===== src/rsl_pkg.sv =====
// Constants and types shared by the reset strap loader
package rsl_pkg;
	// Clock and timing
	localparam int unsigned RSL_CLK_PERIOD_NS = 25;
	localparam int unsigned RSL_CPU_RST_DELAY_NS = 1000000;
	localparam int unsigned RSL_CPU_RST_CYC = (RSL_CPU_RST_DELAY_NS + RSL_CLK_PERIOD_NS - 1) / RSL_CLK_PERIOD_NS;
	localparam logic [15:0] RSL_STRAP_LEAD_CYC = 16'h0006;
	localparam logic [2:0] RSL_STRAP_TAIL_CYC = 3'h4;
	localparam logic [2:0] RSL_FLOAT_TAIL_CYC = 3'h4;
	localparam int unsigned RSL_TMR_W = 16;

	// Transaction throttle
	localparam logic [3:0] RSL_IOQ_LIMIT = 4'h4;

	// Register byte offsets
	localparam logic [7:0] RSL_OFS_CFG = 8'h00;
	localparam logic [7:0] RSL_OFS_STATUS = 8'h04;
	localparam logic [7:0] RSL_OFS_CTRL = 8'h08;

	// Configuration register fields
	localparam int unsigned RSL_CFG_QD_EN_BIT = 2;
	localparam int unsigned RSL_CFG_RSVD_BIT = 13;
	localparam logic RSL_CFG_RSVD_VAL = 1'b1;

	// Status register fields
	localparam int unsigned RSL_ST_STATE_LSB = 0;
	localparam int unsigned RSL_ST_MAXQ_BIT = 4;
	localparam int unsigned RSL_ST_QSTART_BIT = 5;
	localparam int unsigned RSL_ST_BNR_BIT = 6;
	localparam int unsigned RSL_ST_CNT_LSB = 8;

	// Control register fields
	localparam int unsigned RSL_CTRL_STR_BIT = 0;
	localparam logic RSL_CTRL_STR_RST = 1'b0;

	// Bus encodings
	localparam logic [1:0] RSL_HTRANS_NONSEQ = 2'h2;

	typedef enum logic [1:0] {
		RSL_ST_RESET,
		RSL_ST_WAIT,
		RSL_ST_HOLD,
		RSL_ST_RUN
	} rsl_state_e;
endpackage


===== src/rsl_tmr_if.sv =====
// Start and done signals between sequencer and delay timer
`timescale 1ns/1ps
interface rsl_tmr_if;
	import rsl_pkg::*;
	logic start;
	logic [RSL_TMR_W-1:0] load;
	logic done;
	modport ctl (output start, output load, input done);
	modport tmr (input start, input load, output done);
endinterface

===== src/rsl_strap_loader.sv =====
// Power-up strap capture, processor strap drive and queue throttle
`timescale 1ns/1ps
// Operation
// - Memory strap pins stay undriven in system reset and for at least four clocks after it ends.
// - The queue-depth enable strap is sampled during system reset into configuration bit 2, the quick-start strap into status bit 5.
// - Processor straps are driven at least six clocks before processor reset ends and released four after.
// - With maximum queue depth selected, block-next-request limits outstanding transactions to four.
// - A queue-depth enable strap of 0 makes the device drive the queue-depth strap low.
// - A queue-depth enable strap of 1 leaves the queue-depth strap undriven.
// - The reserved strap reads as 1 internally and sits in configuration bit 13.
// - The system reset input pulldown is on in cold reset and in suspend.
// - A quick-start strap of 1 makes the device drive the quick-start strap low.
// - Processor reset follows system reset and ends 1 ms after system reset ends.
module rsl_strap_loader
	import rsl_pkg::*;
#(
	parameter int unsigned CPU_RST_DELAY_CYC = RSL_CPU_RST_CYC
) (
	// Clock and reset
	input wire logic clk_i,
	input wire logic arst_n_i,
	// AHB-Lite slave
	input wire logic hsel_i,
	input wire logic [7:0] haddr_i,
	input wire logic [1:0] htrans_i,
	input wire logic hwrite_i,
	input wire logic [2:0] hsize_i,
	input wire logic [31:0] hwdata_i,
	input wire logic hready_i,
	output logic hreadyout_o,
	output logic hresp_o,
	output logic [31:0] hrdata_o,
	// System and processor reset
	input wire logic system_bus_reset_n_i,
	output logic processor_reset_n_o,
	// Memory address strap pins
	input wire logic queue_depth_enable_strap_i,
	input wire logic reserved_strap_pin_i,
	input wire logic quick_start_strap_pin_i,
	output logic mem_strap_drive_en_o,
	// Processor address straps
	input wire logic queue_depth_addr_strap_i,
	output logic queue_depth_addr_strap_o,
	output logic queue_depth_addr_strap_oe_o,
	output logic quick_start_addr_strap_o,
	output logic quick_start_addr_strap_oe_o,
	// Processor bus request tracking
	input wire logic req_start_i,
	input wire logic req_done_i,
	output logic block_next_request_n_o,
	output logic block_next_request_n_oe_o,
	// Pulldown controls
	output logic system_bus_reset_pd_en_o,
	output logic host_clock_in_pd_en_o,
	output logic bus_clock_in_pd_en_o,
	// Selected queue depth
	output logic in_order_queue_depth_o
);
	localparam logic [RSL_TMR_W-1:0] DELAY_CYC = RSL_TMR_W'(CPU_RST_DELAY_CYC);

	function automatic logic [RSL_TMR_W-1:0] at_least(input logic [RSL_TMR_W-1:0] a, input logic [RSL_TMR_W-1:0] b);
		at_least = (a > b) ? a : b;
	endfunction

	// Pin synchronisers: meta stage feeds only the second stage
	logic [4:0] sync1_ff;
	logic [4:0] sync2_ff;
	logic [4:0] pins_raw;
	assign pins_raw = {queue_depth_addr_strap_i, quick_start_strap_pin_i, reserved_strap_pin_i,
		queue_depth_enable_strap_i, system_bus_reset_n_i};

	always_ff @(posedge clk_i or negedge arst_n_i) begin
		if (!arst_n_i) begin
			sync1_ff <= '0;
			sync2_ff <= '0;
		end else begin
			sync1_ff <= pins_raw;
			sync2_ff <= sync1_ff;
		end
	end

	logic sysrst_n;
	logic qd_en_pin;
	logic qs_pin;
	logic qd_addr_pin;
	assign sysrst_n = sync2_ff[0];
	assign qd_en_pin = sync2_ff[1];
	assign qs_pin = sync2_ff[3];
	assign qd_addr_pin = sync2_ff[4];

	// Sequencer
	rsl_tmr_if tmr_bus ();
	rsl_timer u_timer (
		.clk_i(clk_i),
		.arst_n_i(arst_n_i),
		.tmr(tmr_bus.tmr)
	);

	rsl_state_e state_ff;
	rsl_state_e nxt_state;
	logic [2:0] tail_ff;
	logic [2:0] nxt_tail;
	logic [2:0] float_ff;
	logic [2:0] nxt_float;
	logic cold_ff;
	logic nxt_cold;
	logic qd_en_ff;
	logic nxt_qd_en;
	logic qs_ff;
	logic nxt_qs;
	logic maxq_ff;
	logic nxt_maxq;

	always_comb begin
		nxt_state = state_ff;
		nxt_tail = tail_ff;
		nxt_float = float_ff;
		nxt_cold = cold_ff;
		nxt_qd_en = qd_en_ff;
		nxt_qs = qs_ff;
		nxt_maxq = maxq_ff;
		tmr_bus.start = 1'b0;
		tmr_bus.load = at_least(DELAY_CYC, RSL_STRAP_LEAD_CYC);
		if (float_ff != '0) begin
			nxt_float = float_ff - 1'b1;
		end
		if (!sysrst_n) begin
			nxt_state = RSL_ST_RESET;
			nxt_float = RSL_FLOAT_TAIL_CYC;
			nxt_qd_en = qd_en_pin;
			nxt_qs = qs_pin;
		end else begin
			unique case (state_ff)
				RSL_ST_RESET: begin
					tmr_bus.start = 1'b1;
					nxt_state = RSL_ST_WAIT;
				end
				RSL_ST_WAIT: begin
					if (tmr_bus.done) begin
						nxt_state = RSL_ST_HOLD;
						nxt_tail = RSL_STRAP_TAIL_CYC;
						nxt_maxq = qd_addr_pin;
					end
				end
				RSL_ST_HOLD: begin
					nxt_tail = tail_ff - 1'b1;
					if (tail_ff == 3'h1) begin
						nxt_state = RSL_ST_RUN;
						nxt_cold = 1'b0;
					end
				end
				RSL_ST_RUN: begin
					nxt_state = RSL_ST_RUN;
				end
			endcase
		end
	end

	always_ff @(posedge clk_i or negedge arst_n_i) begin
		if (!arst_n_i) begin
			state_ff <= RSL_ST_RESET;
			tail_ff <= '0;
			float_ff <= RSL_FLOAT_TAIL_CYC;
			cold_ff <= 1'b1;
			qd_en_ff <= 1'b1;
			qs_ff <= 1'b1;
			maxq_ff <= 1'b0;
		end else begin
			state_ff <= nxt_state;
			tail_ff <= nxt_tail;
			float_ff <= nxt_float;
			cold_ff <= nxt_cold;
			qd_en_ff <= nxt_qd_en;
			qs_ff <= nxt_qs;
			maxq_ff <= nxt_maxq;
		end
	end

	// Pin drive; straps driven from system reset release until four clocks after processor reset release
	logic strap_win;
	assign strap_win = sysrst_n && (state_ff == RSL_ST_WAIT || state_ff == RSL_ST_HOLD);

	logic proc_rst_n_ff;
	logic nxt_proc_rst_n;
	logic qd_oe_ff;
	logic nxt_qd_oe;
	logic qs_oe_ff;
	logic nxt_qs_oe;
	logic mem_en_ff;
	logic nxt_mem_en;

	always_comb begin
		nxt_proc_rst_n = sysrst_n && (nxt_state == RSL_ST_HOLD || nxt_state == RSL_ST_RUN);
		nxt_qd_oe = strap_win && !qd_en_ff && nxt_state != RSL_ST_RUN && nxt_state != RSL_ST_RESET;
		nxt_qs_oe = strap_win && qs_ff && nxt_state != RSL_ST_RUN && nxt_state != RSL_ST_RESET;
		nxt_mem_en = sysrst_n && nxt_float == '0 && state_ff != RSL_ST_RESET;
	end

	always_ff @(posedge clk_i or negedge arst_n_i) begin
		if (!arst_n_i) begin
			proc_rst_n_ff <= 1'b0;
			qd_oe_ff <= 1'b0;
			qs_oe_ff <= 1'b0;
			mem_en_ff <= 1'b0;
		end else begin
			proc_rst_n_ff <= nxt_proc_rst_n;
			qd_oe_ff <= nxt_qd_oe;
			qs_oe_ff <= nxt_qs_oe;
			mem_en_ff <= nxt_mem_en;
		end
	end

	assign processor_reset_n_o = proc_rst_n_ff;
	assign queue_depth_addr_strap_o = 1'b0;
	assign queue_depth_addr_strap_oe_o = qd_oe_ff;
	assign quick_start_addr_strap_o = 1'b0;
	assign quick_start_addr_strap_oe_o = qs_oe_ff;
	assign mem_strap_drive_en_o = mem_en_ff;
	assign in_order_queue_depth_o = maxq_ff;

	// Outstanding transaction count and throttle
	logic [3:0] cnt_ff;
	logic [3:0] nxt_cnt;
	logic bnr_ff;
	logic nxt_bnr;

	always_comb begin
		nxt_cnt = cnt_ff;
		if (!proc_rst_n_ff) begin
			nxt_cnt = '0;
		end else if (req_start_i && !req_done_i) begin
			nxt_cnt = cnt_ff + 1'b1;
		end else if (!req_start_i && req_done_i && cnt_ff != '0) begin
			nxt_cnt = cnt_ff - 1'b1;
		end
		// Registered one ahead so a request in the same cycle is still covered
		nxt_bnr = maxq_ff && proc_rst_n_ff && nxt_cnt >= RSL_IOQ_LIMIT - 4'h1;
	end

	always_ff @(posedge clk_i or negedge arst_n_i) begin
		if (!arst_n_i) begin
			cnt_ff <= '0;
			bnr_ff <= 1'b0;
		end else begin
			cnt_ff <= nxt_cnt;
			bnr_ff <= nxt_bnr;
		end
	end

	assign block_next_request_n_o = 1'b0;
	assign block_next_request_n_oe_o = bnr_ff;

	// Register file
	logic str_ff;
	logic nxt_str;
	logic wr_pend_ff;
	logic nxt_wr_pend;
	logic [7:0] wr_addr_ff;
	logic [7:0] nxt_wr_addr;
	logic [31:0] rdata_ff;
	logic [31:0] nxt_rdata;
	logic [31:0] cfg_val;
	logic [31:0] status_val;
	logic addr_phase;

	always_comb begin
		cfg_val = '0;
		cfg_val[RSL_CFG_QD_EN_BIT] = qd_en_ff;
		cfg_val[RSL_CFG_RSVD_BIT] = RSL_CFG_RSVD_VAL;
		status_val = '0;
		status_val[RSL_ST_STATE_LSB +: 2] = state_ff;
		status_val[RSL_ST_MAXQ_BIT] = maxq_ff;
		status_val[RSL_ST_QSTART_BIT] = qs_ff;
		status_val[RSL_ST_BNR_BIT] = bnr_ff;
		status_val[RSL_ST_CNT_LSB +: 4] = cnt_ff;
	end

	assign addr_phase = hsel_i && hready_i && htrans_i[1];

	always_comb begin
		nxt_str = str_ff;
		nxt_wr_pend = addr_phase && hwrite_i;
		nxt_wr_addr = addr_phase ? haddr_i : wr_addr_ff;
		nxt_rdata = rdata_ff;
		if (wr_pend_ff && wr_addr_ff == RSL_OFS_CTRL) begin
			nxt_str = hwdata_i[RSL_CTRL_STR_BIT];
		end
		if (addr_phase && !hwrite_i) begin
			unique case (haddr_i)
				RSL_OFS_CFG: nxt_rdata = cfg_val;
				RSL_OFS_STATUS: nxt_rdata = status_val;
				RSL_OFS_CTRL: nxt_rdata = {31'h0, str_ff};
				default: nxt_rdata = '0;
			endcase
		end
	end

	always_ff @(posedge clk_i or negedge arst_n_i) begin
		if (!arst_n_i) begin
			str_ff <= RSL_CTRL_STR_RST;
			wr_pend_ff <= 1'b0;
			wr_addr_ff <= '0;
			rdata_ff <= '0;
		end else begin
			str_ff <= nxt_str;
			wr_pend_ff <= nxt_wr_pend;
			wr_addr_ff <= nxt_wr_addr;
			rdata_ff <= nxt_rdata;
		end
	end

	assign hreadyout_o = 1'b1;
	assign hresp_o = 1'b0;
	assign hrdata_o = rdata_ff;

	// Pulldowns: cold reset lasts until four clocks after the first processor reset release
	logic pd_ff;
	logic nxt_pd;
	always_comb begin
		nxt_pd = nxt_cold || nxt_str;
	end

	always_ff @(posedge clk_i or negedge arst_n_i) begin
		if (!arst_n_i) begin
			pd_ff <= 1'b1;
		end else begin
			pd_ff <= nxt_pd;
		end
	end

	assign system_bus_reset_pd_en_o = pd_ff;
	assign host_clock_in_pd_en_o = pd_ff;
	assign bus_clock_in_pd_en_o = pd_ff;
endmodule


===== src/rsl_timer.sv =====
// Down counter that flags expiry of a loaded interval
`timescale 1ns/1ps
module rsl_timer
	import rsl_pkg::*;
(
	// Clock and reset
	input wire logic clk_i,
	input wire logic arst_n_i,
	// Control
	rsl_tmr_if.tmr tmr
);
	logic [RSL_TMR_W-1:0] cnt_ff;
	logic [RSL_TMR_W-1:0] nxt_cnt;
	logic run_ff;
	logic nxt_run;

	always_comb begin
		nxt_cnt = cnt_ff;
		nxt_run = run_ff;
		if (tmr.start) begin
			nxt_cnt = tmr.load;
			nxt_run = 1'b1;
		end else if (run_ff && cnt_ff != '0) begin
			nxt_cnt = cnt_ff - 1'b1;
		end else begin
			nxt_run = 1'b0;
		end
	end

	always_ff @(posedge clk_i or negedge arst_n_i) begin
		if (!arst_n_i) begin
			cnt_ff <= '0;
			run_ff <= 1'b0;
		end else begin
			cnt_ff <= nxt_cnt;
			run_ff <= nxt_run;
		end
	end

	assign tmr.done = run_ff && cnt_ff == '0;
endmodule


===== config.mk =====
export PLATFORM = sky130hd
export DESIGN_NAME = rsl_strap_loader
export DESIGN_NICKNAME = d
export VERILOG_FILES = /design/src/rsl_pkg.sv /design/src/rsl_tmr_if.sv /design/src/rsl_strap_loader.sv /design/src/rsl_timer.sv
export SDC_FILE = /design/constraint.sdc
export NUM_CORES = 1
export LEC_CHECK = 0
export BUFFER_PORTS_ARGS = -buffer_cell sky130_fd_sc_hd__buf_2
export CORE_ASPECT_RATIO = 1.5
export CORE_MARGIN = 2
export CORE_UTILIZATION = 52
export DETAILED_ROUTE_END_ITERATION = 10
export PLACE_DENSITY = 0.8
export SYNTH_ARGS = -nofsm -noshare
export SYNTH_HDL_FRONTEND = slang
export SYNTH_SLANG_ARGS = --single-unit

===== constraint.sdc =====
create_clock -name clk_i -period 2.28 [get_ports clk_i]
set_input_delay 0.456 -clock clk_i [delete_from_list [all_inputs] [get_ports clk_i]]
set_output_delay 0.456 -clock clk_i [all_outputs]
set_load 0.02 [all_outputs]

* Word level (Yosys, flattened, before mapping)
Cells that the tools add are included.
** Operators by class
- Bitwise gates (word level) :: 0
- Reductions and logical operators :: 42
- $lt $le $gt $ge :: 1
- Shift-type cells :: 0
- Divide/modulo/power cells :: 0
- Multiply operators :: 0
- Eq/ne operators :: 12
- Multiplexer cells :: 22
- Add/sub/neg operators :: 5
** Operators with widths (number)
- $pmux 14 s3 :: 1
- $mux 16 :: 2
- $logic_and 1x1->1 :: 22
- $eq 8x4->1 const B :: 2
- $logic_not 16->1 :: 1
- $reduce_bool 16->1 :: 1
- $sub 16x1->16 const B :: 1
- $mux 4 :: 3
- $mux 3 :: 3
- $eq 2x2->1 const B :: 4
- $eq 8x3->1 const B :: 1
- $logic_not 8->1 :: 1
- $mux 1 :: 8
- $pmux 2 s4 :: 1
- $reduce_bool 2->1 :: 4
- $mux 2 :: 3
- $ne 2x2->1 const B :: 3
- $pmux 3 s2 :: 1
- $reduce_and 3->1 :: 2
- $sub 3x1->3 const B :: 2
- $add 4x1->4 const B :: 1
- $ge 4x2->1 const B :: 1
- $logic_not 1->1 :: 4
- $reduce_bool 4->1 :: 1
- other kinds (7) :: 9
** Storage, ports and cells
- Bits of input ports :: 57
- Output and inout port bits :: 46
- Bits in latches :: 0
- Bits in read-only memories :: 0
- Memory bits (writable) :: 0
- Bits in registers :: 91
- Memories :: 0
- Logic and storage cells :: 104

* Depth between registers and ports, before layout
- Word-level depth :: 8
- Depth in mapped cells :: 8
- Depth with buffers taken out :: 7

* By module
Synthesis repeated with hierarchy kept, for this count alone.
** Second synthesis, totals
- Cell total of the unflattened synthesis :: 325
- Area, all modules :: 3465.8 um^2
** Modules (own cells, without submodules)
- rsl_strap_loader :: area an instance 2404.8 um^2, cells an instance 209, seq. area each 1282.5 um^2, times used 1
- rsl_timer :: area an instance 1061.0 um^2, cells an instance 116, seq. area each 425.4 um^2, times used 1

* Worst setup path after synthesis
No wires, ideal clock.
- Path type :: reg2reg
- Start point :: register u_timer.cnt_ff[0]
- End point :: register qs_oe_ff, in the netlist quick_start_addr_strap_oe_o
- Library setup time :: 0.080 ns
- Path buffers :: 0
- Stages on the path, launching flop included :: 8
- Arrival time :: 1.909 ns
- Slack :: 0.291 ns
- Required time :: 2.200 ns
- Clock period less this slack :: 1.989 ns
- Cells stage by stage :: dfrtp_1 > inv_1 > ha_1 > nor4b_4 > nand4_4 > a2111oi_4 > mux2_4 > nor3b_2
** On the way
- Word-level cells in the longest chain between the ends :: 8
- Elaborated cells on any way between the ends :: 9
- Those cells by class :: eq/ne (1); mux (3); reduce/logical (5)
** RTL lines
- start, declared :: RTL line rsl_timer.sv:12 : logic [RSL_TMR_W-1:0] cnt_ff;
- start signal, assigned :: RTL line rsl_timer.sv:35 : cnt_ff <= nxt_cnt;
- $logic_not 16->1 (*) :: RTL line rsl_timer.sv:40 : assign tmr.done = run_ff && cnt_ff == '0;
- $logic_and 1x1->1 (*) :: RTL line rsl_timer.sv:40
- $mux 2 (*) :: RTL line rsl_strap_loader.sv:139 : if (tmr_bus.done) begin
- $pmux 2 s4 (*) :: RTL line rsl_strap_loader.sv:133 : unique case (state_ff)
- $mux 2 (*) :: RTL line rsl_strap_loader.sv:127 : if (!sysrst_n) begin
- net nxt_state[1] :: RTL line rsl_strap_loader.sv:100 : rsl_state_e nxt_state;
- $ne 2x2->1 :: RTL line rsl_strap_loader.sv:195 : nxt_qs_oe = strap_win && qs_ff && nxt_state != RSL_ST_RUN && nxt_state != RSL_ST_RESET;
- $logic_and 1x1->1 :: RTL line rsl_strap_loader.sv:195
- $logic_and 1x1->1 (*) :: RTL line rsl_strap_loader.sv:195
- net nxt_qs_oe :: RTL line rsl_strap_loader.sv:188 : logic nxt_qs_oe;
- end signal, assigned :: RTL line rsl_strap_loader.sv:208 : qs_oe_ff <= nxt_qs_oe;
- end, declared :: RTL line rsl_strap_loader.sv:187 : logic qs_oe_ff;
The timed path passes the listed nets; every way through them passes the cells marked *.
A chain may end at the register's enable or synchronous reset.

* Worst setup path in the final report
Same ends and word-level chain as after synthesis.

==> impl_results.md <==
* Synth Flop Type: dfrtp_1
* Number of nets with antenna violations after routing at 0
* # diodes at 0
* Post-Synth Adder-Cell Area at under 10%
* Final WL at 6090 um
* Die area at 7330 um2
* Num CTS Buffers at 9
* Num rows at 36
* Count of cell types in the netlist at 60
* Critical path cell sequence: inv_1, ha_2, nor4b_4, nand4_4, a2111oi_4, mux2_4, nor3b_2
* TritonCTS clock tree: built
* Tcrit/Tclk final at 96.3%
* Synth top cells by count: 63 x dfrtp_1, 28 x buf_4, 23 x nor2_1, 22 x nand2_1, 15 x ha_1
* Outcome: finished, final reports clean
* Root Buffer: clkbuf_8
* Total Neg Setup Slack at 0 ps
* Initial antenna violation count at 0
* CTS Buffer Depth at 2
* Placed Cells incl. Taps at ~430
* Number of global-route vias before repair at 2369
* Async SR Flop Fraction at 100%
* Post-synth EDFFs at 0
* Clock skew at between 7 and 8 ps
* Max IR drop VDD at between 400 and 500 uV
* Port Buf Inserts at 40
* Relative slew slack at approximately three fifths
* Leading area contributor after synthesis: dfrtp_1
* First-pass GRT wire length at 10500 um
* Final Critical Period at 2200 ps
* Vias per cell at 5.34
* Drt drc at 0
* Largest net degree at the start of global routing at 27
* Global placer's final weighted congestion at 0.812
* Area share of xor/xnor cells in the synthesized design at a little over 4%
* Critical path class: flip-flop to flip-flop
* Total of max-cap violations at 0
* Critical-path top delay cell: a2111oi_4
* Total grt overflow at 0
* Worst Path Required at 2550 ps
* Post-synthesis simple-gate area fraction at 19.3%
* Mean Syn Cell Area at roughly 11 um2
* Synth area leaders: dfrtp_1 46%, buf_4 6.1%, ha_1 5.4%
* Fillers at 549
* Lkg Pwr at ~1.8 nW
* Worst Setup Start Kind: flip-flop
* Post-route insts no fill at 444
* Initial Utilization at a little over half
* Overall Global Routing Usage at 18.0%
* CTS H-Tree Depth at 3
* Share of the synthesized area in the top cell type at 45.6%
* Final setup vio count at 0
* Seq cells post-synth at 68
* Post-DR wirelength/cell at 13.7 um
* Clk_lat worst skew at ~340 ps
* Core area at 6490 um2
* Hold Fails Final Rpt at 0
* Largest family of logic cells by synthesized area: simple AND/OR/NAND/NOR gates
* Worst-margin pin slew at 578 ps
* Max Fclk at approximately 460 MHz
* Type of the worst min-delay path: primary input to async pin
* Via Count at 2371
* CP max stage delay at 450 ps
* Post-Syn Area at 3460 um2
* Slew Viols, Final at 0
* DRT Pass-1 Iters at 4
* Die height at 104 um
* Gate Count Post-Synth at 312
* HPWL Detailed at around 4500 um
* NumNets Final at between 400 and 500
* Synth warnings at 0
* Most used standard cell by instance count after synthesis: dfrtp_1
* Post-synthesis sequential area ratio at between 40% and 50%
* CTS sink cnt at 68
* Clock transition at path regs at 70 ps
* Complex-gate fraction of the synthesized area at 8.36%
* Crit Path Max Fanout at 4
* Mux cell area share after synthesis at between 4 and 5%
* Num ports at 103
* CP Capture Type: flip-flop
* Area delta synth->final at 11.9%
* Width of the die at 70.6 um
* Worst Path Arrival at 2460 ps
* Layout cell share with drive strength beyond 1 at around a quarter
* Cell Pwr Density at 792 nW/um2
* Detailed router's first-iteration violation count at 80
metal layers:
| metal | share of wire, % | GRT usage, % | wire length [um] | vias up |
|---|---|---|---|---|
| li1 | - | - | - | 1138 |
| met1 | 40 | 20.2 | 2410 | 1167 |
| met2 | 54 | 31.1 | 3270 | 57 |
| met3 | 4.8 | 5.64 | 294 | 9 |
| met4 | 1.9 | 7.28 | 113 | 0 |
| met5 | 0 | 0 | 0 | - |
through the flow:
stage | hold WS (ps) | power, mW | cell area, um2 | utilization, % | setup WS (ps)
5_1_grt | 128 | 3.25 | 3870 | 59.6 | -3.80
3_3_place_gp | 335 | 2.12 | 3660 | 56.4 | 148
6_report | 105 | 3.06 | 3870 | 59.6 | 84.3
3_5_place_dp | 336 | 2.16 | 3660 | 56.4 | 89.2
2_1_floorplan | 160 | 2.01 | 3550 | - | 291
4_1_cts | 97.4 | 3.10 | 3840 | 59.3 | 63.9
critical path: cells and delay by family (launching register included):
family / cells / cell delay, ps
and+or+nand+nor: 3 / 640
AOI/OAI and AO/OA: 1 / 450
DFF: 1 / 380
muxes: 1 / 350
adders and majority gates: 1 / 200
buffers and inverters: 1 / 120
logic make-up (layout without fill, tap and decap cells):
logic type | Yosys count | in the layout
AND/OR/NAND/NOR | 109 | 109
buffers and inverters | 51 | 83
AO/OA/AOI/OAI | 37 | 37
multiplexers | 14 | 14
adder cells (fa/ha/maj) | 15 | 15
other | 2 | 26
XOR/XNOR | 16 | 16
flip-flops | 68 | 68
worst paths after layout:
kind	endpoint	slack (ps)	depth (start not counted)	start
worst max-delay path	quick_start_addr_strap_oe_o	80	7	u_timer.cnt_ff[0]
worst min-delay path	wr_addr_ff[2]	110	1	arst_n_i
worst max register to register	quick_start_addr_strap_oe_o	80	7	u_timer.cnt_ff[0]
worst min register to register	sync2_ff[4]	350	0	sync1_ff[4]
max in group asynchronous	qs_ff	1410	2	arst_n_i
min in group clk_i	sync1_ff[1]	220	1	queue_depth_enable_strap_i
sequential cells by signal (all words and copies together) (netlist names), 2 cells and up:
register,flops
cnt_ff,4
float_ff,3
hrdata_o,11
tail_ff,3
sync2_ff,4
sync1_ff,4
wr_addr_ff,8
state_ff,2
u_timer.cnt_ff,16
final cells by class:
type / count / area (um2) / share of cell area, %
Inverter: 17 / 63.8 / 1.65
Multi-Input combinational cell: 217 / 1540 / 39.9
Timing Repair Buffer: 50 / 275 / 7.12
Sequential cell: 68 / 1710 / 44.1
Clock inverter: 5 / 52.6 / 1.36
Clock buffer: 11 / 131 / 3.40
Tap cell: 76 / 95.1 / 2.46
report_power, final:
part / switching [mW] / total, mW / leakage [nW] / internal [mW]
combinational: 0.375 / 0.650 / 0.872 / 0.275
clock: 0.428 / 0.927 / 0.0931 / 0.500
sequential: 0.136 / 1.49 / 0.848 / 1.35
total: 0.939 / 3.06 / 1.81 / 2.12
placed cells by master (no fill, tap or decap), drive strengths merged, types with 3 or more instances in the layout:
| cell type | Yosys | layout |
|---|---|---|
| nor4 | 11 | 11 |
| nor2 | 23 | 23 |
| dfrtp | 63 | 63 |
| a21oi | 6 | 6 |
| xor2 | 8 | 8 |
| buf | 29 | 50 |
| mux2 | 13 | 13 |
| nand3 | 7 | 7 |
| nand2b | 4 | 4 |
| o21ai | 4 | 4 |
| a31oi | 4 | 4 |
| ha | 15 | 15 |
| xnor2 | 8 | 8 |
| nor4b | 5 | 5 |
| clkbuf | 5 | 11 |
| a22o | 8 | 8 |
| nand4 | 4 | 4 |
| inv | 17 | 17 |
| clkinv | 0 | 3 |
| dfstp | 5 | 5 |
| conb | 2 | 26 |
| nor2b | 4 | 4 |
| nor3b | 3 | 3 |
| nor3 | 13 | 13 |
| nand2 | 22 | 22 |
timing repair:
action,in CTS,in global routing
resized for setup,0,1
endpoints found under the setup margin,0,2
buffers inserted,0,3
hold buffers,0,0
(Power assumes the default switching activity.)
